File: src/twm_pkg.sv
// Package with constants and types of the temperature window monitor
// Operation
// - Select pins pick 1, 2, 5, 10 degrees
// - Fixed lower and upper trip thresholds
// - Alarm rises when result leaves window
// - Alarm falls only inside hysteresis-shrunk window
// - Force input drives alarm high immediately
// - Low force input has no effect
// - Alarm high at power-up until first conversion
// - First conversion completes within 20-35 ms
// - Later results every 0.985 to 1 s
// - Single mode, static configuration only
package twm_pkg;
    // ----------------------------------------
    // Temperature format
    // ----------------------------------------
    localparam int TEMP_W = 12;                        // Signed whole degrees
    typedef logic signed [TEMP_W-1:0] twm_temp_type;
    // Factory trip thresholds in degrees
    localparam twm_temp_type TRIP_LOW = 12'sh000;      // 0 degrees
    localparam twm_temp_type TRIP_HIGH = 12'sh03c;     // 60 degrees
    // Hysteresis values in degrees
    localparam twm_temp_type HYST_1 = 12'sh001;
    localparam twm_temp_type HYST_2 = 12'sh002;
    localparam twm_temp_type HYST_5 = 12'sh005;
    localparam twm_temp_type HYST_10 = 12'sh00a;
    // ----------------------------------------
    // Timing
    // ----------------------------------------
    localparam longint CLK_HZ = 25000000;
    localparam longint FIRST_CONV_MIN_US = 20000;      // 20 ms
    localparam longint FIRST_CONV_MAX_US = 35000;      // 35 ms
    localparam longint FIRST_CONV_TYP_US = 26000;      // 26 ms
    localparam longint PERIOD_MIN_US = 985000;         // 0.985 s
    localparam longint PERIOD_MAX_US = 1000000;        // 1 s
    // Cycle counts: least times round up, longest round down
    localparam longint FIRST_MIN_CYC = (FIRST_CONV_MIN_US * CLK_HZ + 999999) / 1000000;
    localparam longint FIRST_MAX_CYC = (FIRST_CONV_MAX_US * CLK_HZ) / 1000000;
    localparam longint FIRST_TYP_CYC = (FIRST_CONV_TYP_US * CLK_HZ) / 1000000;
    localparam longint PERIOD_MIN_CYC = (PERIOD_MIN_US * CLK_HZ + 999999) / 1000000;
    localparam longint PERIOD_MAX_CYC = (PERIOD_MAX_US * CLK_HZ) / 1000000;
    localparam int TIMER_W = 32;
    // ----------------------------------------
    // Sequencer states
    // ----------------------------------------
    typedef enum logic [1:0] {
        TWM_ST_STARTUP,
        TWM_ST_WAIT_FIRST,
        TWM_ST_RUN
    } twm_state_type;
endpackage

File: src/twm_monitor.sv
// Top of the temperature window monitor: sequencer, comparator and alarm
`timescale 1ns/1ps
module twm_monitor #(
    parameter longint FIRST_CYC = twm_pkg::FIRST_TYP_CYC,   // Start-up to first conversion request
    parameter longint PERIOD_CYC = twm_pkg::PERIOD_MAX_CYC - 1  // Reload count; spacing is one cycle more
) (
    input wire logic clk_i,
    input wire logic rst_i,                                  // Power-on reset
    input wire logic hysteresis_select_low_bit,              // Static strap
    input wire logic hysteresis_select_high_bit,             // Static strap
    input wire logic force_alarm_high,                       // Test override, active high
    input wire twm_pkg::twm_temp_type temp_i,                // Conversion result
    input wire logic temp_valid_i,                           // Result strobe
    output logic conv_start_o,                               // Request to front end, pulse
    output logic alarm_o                                     // Out-of-window alarm
);
    import twm_pkg::*;

    // ----------------------------------------
    // Parameter checks
    // ----------------------------------------
    // Counts must fit the timebase; zero is rejected, though it would tick like one
    if (FIRST_CYC < 1 || PERIOD_CYC < 1 || FIRST_CYC >= (64'h1 << TIMER_W)
            || PERIOD_CYC >= (64'h1 << TIMER_W)) begin : g_bad_timing
        $error("twm_monitor: timing parameter out of range");
    end

    twm_state_type state_r;                 // Sequencer state
    logic tick;                             // Timebase expiry
    logic restart;                          // Timebase reload
    logic [TIMER_W-1:0] reload;             // Reload value
    logic alarm_state_r;                    // Comparator alarm latch
    twm_temp_type hyst;                     // Decoded hysteresis
    logic outside;                          // Result beyond trip window
    logic inside_hyst;                      // Result within shrunk window
    logic first_done_r;                     // A result was accepted

    // ----------------------------------------
    // Hysteresis decode
    // ----------------------------------------
    // Straps are read continuously; a single mode, no stored config
    always_comb begin
        unique case ({hysteresis_select_high_bit, hysteresis_select_low_bit})
            2'b00: hyst = HYST_1;
            2'b01: hyst = HYST_2;
            2'b10: hyst = HYST_5;
            2'b11: hyst = HYST_10;
        endcase
    end

    // Window compare against factory thresholds
    assign outside = (temp_i < TRIP_LOW) || (temp_i > TRIP_HIGH);
    // Release needs margin from both edges
    assign inside_hyst = (temp_i > TRIP_LOW + hyst) && (temp_i < TRIP_HIGH - hyst);

    // ----------------------------------------
    // Conversion timebase
    // ----------------------------------------
    // Start-up delay on first tick, then fixed period
    assign restart = (state_r == TWM_ST_STARTUP) || tick;
    assign reload = (state_r == TWM_ST_STARTUP) ? TIMER_W'(FIRST_CYC) : TIMER_W'(PERIOD_CYC);

    twm_timebase #(
        .WIDTH(TIMER_W)
    ) u_timebase (
        .clk_i(clk_i),
        .rst_i(rst_i),
        .restart_i(restart),
        .count_i(reload),
        .tick_o(tick)
    );

    // Every tick requests a conversion
    assign conv_start_o = tick;

    // ----------------------------------------
    // Sequencer
    // ----------------------------------------
    // Reset stands in for supply reaching its minimum level
    always_ff @(posedge clk_i) begin
        if (rst_i) begin
            state_r <= TWM_ST_STARTUP;
        end else begin
            unique case (state_r)
                TWM_ST_STARTUP: state_r <= TWM_ST_WAIT_FIRST;
                TWM_ST_WAIT_FIRST: begin
                    if (tick) begin
                        state_r <= TWM_ST_RUN;
                    end
                end
                TWM_ST_RUN: state_r <= TWM_ST_RUN;
            endcase
        end
    end

    // ----------------------------------------
    // Alarm latch
    // ----------------------------------------
    // Set at power-up; changes only on a result strobe, so it moves at most
    // once per accepted result
    always_ff @(posedge clk_i) begin
        if (rst_i) begin
            alarm_state_r <= 1'b1;
            first_done_r <= 1'b0;
        end else if (temp_valid_i) begin
            first_done_r <= 1'b1;
            if (outside) begin
                alarm_state_r <= 1'b1;
            end else if (inside_hyst) begin
                alarm_state_r <= 1'b0;
            end
        end
    end

    // Force input overrides combinationally, low has no effect
    assign alarm_o = alarm_state_r | force_alarm_high;

    // ----------------------------------------
    // Assertions
    // ----------------------------------------
    a_force_high: assert property (@(posedge clk_i) disable iff (rst_i)
        force_alarm_high |-> alarm_o)
        else $error("alarm low while forced");
    a_leave_sets: assert property (@(posedge clk_i) disable iff (rst_i)
        temp_valid_i && outside |=> alarm_o)
        else $error("alarm not set on window exit");
    a_release_hyst: assert property (@(posedge clk_i) disable iff (rst_i)
        $fell(alarm_state_r) |-> $past(temp_valid_i) && $past(inside_hyst))
        else $error("alarm released outside hysteresis window");
    a_hold_nostrobe: assert property (@(posedge clk_i) disable iff (rst_i)
        !temp_valid_i |=> $stable(alarm_state_r))
        else $error("alarm changed without strobe");
    a_powerup_high: assert property (@(posedge clk_i) disable iff (rst_i)
        !first_done_r |-> alarm_state_r)
        else $error("alarm low before first result");
    a_hyst_decode: assert property (@(posedge clk_i) disable iff (rst_i)
        hysteresis_select_high_bit && hysteresis_select_low_bit |-> hyst == HYST_10)
        else $error("hysteresis decode wrong");
    a_first_tick: assert property (@(posedge clk_i) disable iff (rst_i)
        state_r == TWM_ST_WAIT_FIRST && tick |=> state_r == TWM_ST_RUN)
        else $error("first conversion did not start run");
    a_tick_spacing: assert property (@(posedge clk_i) disable iff (rst_i)
        tick |=> !tick)
        else $error("conversion requests back to back");
    a_no_effect_low: assert property (@(posedge clk_i) disable iff (rst_i)
        !force_alarm_high |-> alarm_o == alarm_state_r)
        else $error("idle force input changed alarm");
    a_reset_high: assert property (@(posedge clk_i)
        rst_i |=> alarm_o)
        else $error("alarm low after reset edge");
    a_hyst_two: assert property (@(posedge clk_i) disable iff (rst_i)
        !hysteresis_select_high_bit && hysteresis_select_low_bit |-> hyst == HYST_2)
        else $error("hysteresis decode wrong for code one");

    c_first_release: cover property (@(posedge clk_i) disable iff (rst_i) $fell(alarm_o));
    c_forced: cover property (@(posedge clk_i) disable iff (rst_i) force_alarm_high && !alarm_state_r);
    c_trip: cover property (@(posedge clk_i) disable iff (rst_i) $rose(alarm_state_r));
    c_run: cover property (@(posedge clk_i) disable iff (rst_i) state_r == TWM_ST_RUN && tick);
endmodule

File: src/twm_timebase.sv
// Conversion timebase: one-cycle request pulse after a programmable count
`timescale 1ns/1ps
module twm_timebase #(
    parameter int WIDTH = 32
) (
    input wire logic clk_i,
    input wire logic rst_i,
    input wire logic restart_i,               // Reload and start counting
    input wire logic [WIDTH-1:0] count_i,     // Cycles until the tick
    output logic tick_o                       // One-cycle pulse at terminal count
);
    logic [WIDTH-1:0] cnt_r;                  // Remaining cycles
    logic run_r;                              // Counting in progress

    // The terminal compare needs at least two bits to tell one from zero
    if (WIDTH < 2) begin : g_bad_width
        $error("twm_timebase: counter width too small");
    end

    // Count down, pulse on reaching one
    always_ff @(posedge clk_i) begin
        if (rst_i) begin
            cnt_r <= '0;
            run_r <= 1'b0;
            tick_o <= 1'b0;
        end else if (restart_i) begin
            cnt_r <= count_i;
            run_r <= 1'b1;
            tick_o <= 1'b0;
        end else if (run_r && cnt_r <= {{(WIDTH-1){1'b0}}, 1'b1}) begin
            run_r <= 1'b0;
            tick_o <= 1'b1;
        end else begin
            if (run_r) begin
                cnt_r <= cnt_r - {{(WIDTH-1){1'b0}}, 1'b1};
            end
            tick_o <= 1'b0;
        end
    end
endmodule

File: config.mk
export PLATFORM = sky130hd
export DESIGN_NAME = twm_monitor
export DESIGN_NICKNAME = d
export VERILOG_FILES = /design/src/twm_pkg.sv /design/src/twm_monitor.sv /design/src/twm_timebase.sv
export SDC_FILE = /design/constraint.sdc
export NUM_CORES = 1
export LEC_CHECK = 0
export ABC_AREA = 1
export BUFFER_PORTS_ARGS = -buffer_cell sky130_fd_sc_hd__buf_2
export CORE_MARGIN = 4
export CORE_UTILIZATION = 50
export CTS_CLUSTER_DIAMETER = 40
export DETAILED_ROUTE_END_ITERATION = 10
export PLACE_DENSITY = 0.78
export REMOVE_ABC_BUFFERS = 1
export SLEW_MARGIN = 20
export SYNTH_ARGS = -nofsm -noshare
export SYNTH_HDL_FRONTEND = slang
export SYNTH_SLANG_ARGS = --single-unit
File: constraint.sdc
create_clock -name clk_i -period 2.2 [get_ports clk_i]
set_input_delay 0.11 -clock clk_i [delete_from_list [all_inputs] [get_ports clk_i]]
set_output_delay 0.11 -clock clk_i [all_outputs]
set_load 0.01 [all_outputs]
==> impl_summary.md <==
Hold path
The endpoint of the worst hold-timing path is alarm_state_r. The path category of the worst min-delay check is input port to register. The startpoint identified for the worst hold timing path is temp_i[11]. Counting instances, the worst hold path has a depth of 3.

Final layout
Leaving out fill and tap cells, the most frequent cell in the layout is sky130_fd_sc_hd__nand2_1. The number of antenna diodes in the final layout is 0. The area growth from synthesis to layout is 9.714%. Leaving out fill and tap cells, the most frequent cells in the layout are sky130_fd_sc_hd__nand2_1, sky130_fd_sc_hd__nor2_1, sky130_fd_sc_hd__inv_1. The fraction of layout instances using a drive strength above 1 is 11.52%. The net count reported at finish is 490.

Routing
The antenna violation net count after detailed routing is 0. Summing over every cut layer, the via total after detailed routing is 2758. The number of iterations in the first detailed-routing pass is 4.

The detail-routed net length per standard cell is 12.46 µm. Using the TritonRoute via totals, the vias-per-cell ratio works out to 5.204. The initial DRC count is 212. In the routed design, unresolved DRC markers number 0. The total routed wirelength is 6603 µm.

Die
The die footprint is 6565 µm². The die height is 81.03 µm. The die width is 81.03 µm. The floorplan has 26 rows. During I/O placement, the number of pins put on the boundary was 20. The starting density of the core is 51.87%.

The standard cell core area is 5140 µm².

Logic synthesis
Sequential elements use 27.78% of the synthesized area. A synthesized cell averages 6.101 µm². The post-synthesis cell area is 2666 µm². The compound-gate portion of the synthesized area is 13.51%. The synthesized netlist devotes 5.631% of its cell area to adder and majority cells. The prevailing post-synth register cell is sky130_fd_sc_hd__dfxtp_1. The synthesized-area fraction occupied by xor and xnor cells is 2.956%.

Synthesis produced a netlist whose cell count is 437. The synthesized design contains 0 enable-type register cells. Yosys mapped the design onto 31 distinct sky130hd cell types. For this run, asynchronously set or reset flops after synthesis account for 0%.

For this run, the number of Yosys warnings is 0. The area share of and/or/nand/nor cells after synthesis is 41.39%. After synthesis, the largest family of logic cells by area is simple AND/OR/NAND/NOR gates. The flip-flop and latch count after synthesis is 37.

The portion of synthesized area spent on multiplexers is 0%.

Setup path
The largest fanout on the critical path is 18. The endpoint identified for the worst register-to-register timing path is u_timebase.cnt_r[21]. The cell count of the worst reg-to-reg path is 13. The type of destination of the critical path is a register. The worst register-to-register path has a setup slack of 0.29 ns. Data on the critical path arrives at its endpoint at 2.10 ns. The worst setup path is launched from a register. The kind of critical path is register to register. The critical path data required time is 2.39 ns. The critical register-to-register path startpoint is u_timebase.cnt_r[0].

Power
The completed layout was analyzed and its total power is 3.970 mW. Power spread over the standard cell area amounts to 1357 nW/µm². The analysis attributes to cell leakage a power of 1.350 nW.

The worst-case IR drop observed on VDD is 0.0009305 V.

Timing
Derived from the worst setup path, the maximum achievable clock frequency is 523.8 MHz. Headroom to the max-slew limit came out at 63.95%. The final number of setup-violating endpoints is 0.

Setup repair after global routing left no endpoint under its margin. Across all setup checks in the final design, the least slack found is 0.2909 ns. For the final database, setup skew stands at 0.01235 ns. The post-route fraction of the period consumed by the critical path is 86.78%. The final critical delay including setup and external delays is 1.909 ns. The number of max-slew violations in the final report is 0. In the final timing run, aggregate negative setup slack is 0 ns.

The count of endpoints failing hold in the final timing report is 0. At the pin with the least slew margin, the transition time is 0.5407 ns.

Clocking
Once the clock tree was built, the setup fixing pass inserted 0 buffers. The count of hold buffers inserted by post-cts repair is 0. The clock network latency to the later pin of the worst-skew pair is 0.30 ns. The longest clock path from root to sink contains 2 buffers. The tree is rooted in a sky130_fd_sc_hd__clkbuf_8. Clock tree synthesis found a total of 37 sinks. Gates resized during post-CTS repair numbered 0. The clock tree from TritonCTS is yes.

In this run the number of H-tree levels came out at 2. The total clock buffers created by CTS is 5. After clock tree synthesis, the clock-pin slew on the worst setup and hold paths is 0.07 ns.

Place
The routability congestion estimate is 0.9478. OpenSTA, run right after detailed placement, puts the worst setup slack at 0.3135 ns. After legalization and detailed placement, the total HPWL measured 5132 µm. Input and output buffers added on the ports amount to 19.

GRT
Global routing finished with a remaining overflow of 0. The via count of the first global-routing pass came to 2632. The total track usage is 22.35%.

Entering global routing, the biggest net connects 23 pins. The first global-routing pass estimated 11470 µm of wire. The number of antenna violations at the first check in global routing is 0.

Run
Max-cap violations in this run came to 0.

Status
The flow ran to the end, and the final reports show no timing, DRC or antenna violations.
[power breakdown]
part | internal [mW] | total (mW) | switching (mW)
registers | 0.854 | 1.08 | 0.226
logic | 0.802 | 2.40 | 1.60
clock network | 0.249 | 0.487 | 0.238
total | 1.91 | 3.97 | 2.06
[cell type report]
type,count,area (µm²)
fill,536,2215
multi-input combinational,344,1697
sequential,37,740.7
inverter,48,181.4
timing repair buffer,24,132.6
tap,70,87.58
clock buffer,7,86.33
[logic make-up (layout without fill, tap and decap cells)]
logic type	after synthesis	after routing
other	1	1
AND/OR/NAND/NOR	255	255
buffers and inverters	56	79
XOR/XNOR	9	9
AO/OA/AOI/OAI	67	67
adder cells (fa/ha/maj)	12	12
flip-flops	37	37
[critical path: stages, from the launching register on]
cell and delay (ns):
sky130_fd_sc_hd__dfxtp_1 0.33, sky130_fd_sc_hd__inv_1 0.08, sky130_fd_sc_hd__ha_1 0.25, sky130_fd_sc_hd__nand2_2 0.13
sky130_fd_sc_hd__nor2_4 0.05, sky130_fd_sc_hd__nand2_2 0.07, sky130_fd_sc_hd__nand2_2 0.06, sky130_fd_sc_hd__nand2_2 0.12
sky130_fd_sc_hd__nand2_4 0.07, sky130_fd_sc_hd__nand2_4 0.09, sky130_fd_sc_hd__buf_4 0.22, sky130_fd_sc_hd__nand2_1 0.14
sky130_fd_sc_hd__a21oi_1 0.14, sky130_fd_sc_hd__nor2_1 0.05
[sequential cells by signal, summed over array words and instances, names as in the netlist]
signal / flops
alarm_state_r: 1
state_r: 2
u_timebase.cnt_r: 32
u_timebase.run_r: 1
u_timebase.tick_o: 1
[stage by stage]
stage	instances	area (µm²)	hold WS [ns]	util (%)
after floorplan	429	2619	0.1791	-
after global placement	523	2839	0.3868	55.23
after detailed placement	523	2839	0.3902	55.23
after CTS	530	2925	0.08842	56.91
after global routing	530	2925	0.1130	56.91
final	530	2925	0.08648	56.91
[cell usage after synthesis (3+ instances only)]
cell	instances	area share, %
sky130_fd_sc_hd__or2_2	4	0.94
sky130_fd_sc_hd__nor3_1	3	0.56
sky130_fd_sc_hd__dfxtp_1	37	28
sky130_fd_sc_hd__ha_1	12	5.6
sky130_fd_sc_hd__nand3_1	19	3.6
sky130_fd_sc_hd__clkbuf_1	4	0.56
sky130_fd_sc_hd__nand2_2	5	1.2
sky130_fd_sc_hd__o21ai_0	25	4.7
sky130_fd_sc_hd__a21oi_1	29	5.4
sky130_fd_sc_hd__nand4_1	19	4.5
sky130_fd_sc_hd__nor2_1	87	12
sky130_fd_sc_hd__inv_1	45	6.3
sky130_fd_sc_hd__nand2_1	107	15
sky130_fd_sc_hd__xnor2_1	6	2.0
sky130_fd_sc_hd__o21ai_1	5	0.94
sky130_fd_sc_hd__o21bai_1	3	0.84
sky130_fd_sc_hd__nor2_2	6	1.4
sky130_fd_sc_hd__xor2_1	3	0.99
[per-layer routing]
metal / up-vias / track usage (%) / part of all wire (%)
li1: 1450 / - / -
met1: 1223 / 27.90 / 46
met5: - / 0 / 0
met4: 0 / 8.277 / 2.4
met2: 72 / 38.42 / 46
met3: 13 / 3.769 / 5.1
[how the worst max path moves through the flow]
stage | start | endpoint | slack [ns] | cells after the start
after CTS | u_timebase.cnt_r[0] | u_timebase.cnt_r[18] | 0.31 | 13
after detailed placement | u_timebase.cnt_r[0] | u_timebase.cnt_r[18] | 0.31 | 13
final | u_timebase.cnt_r[0] | u_timebase.cnt_r[21] | 0.29 | 13
after global placement | u_timebase.cnt_r[0] | u_timebase.cnt_r[9] | 0.38 | 12
after floorplan | u_timebase.cnt_r[0] | u_timebase.cnt_r[17] | 0.43 | 12
after global routing | u_timebase.cnt_r[18] | u_timebase.cnt_r[27] | 0.09 | 11
Note: power is estimated with default switching activity, not from simulation.
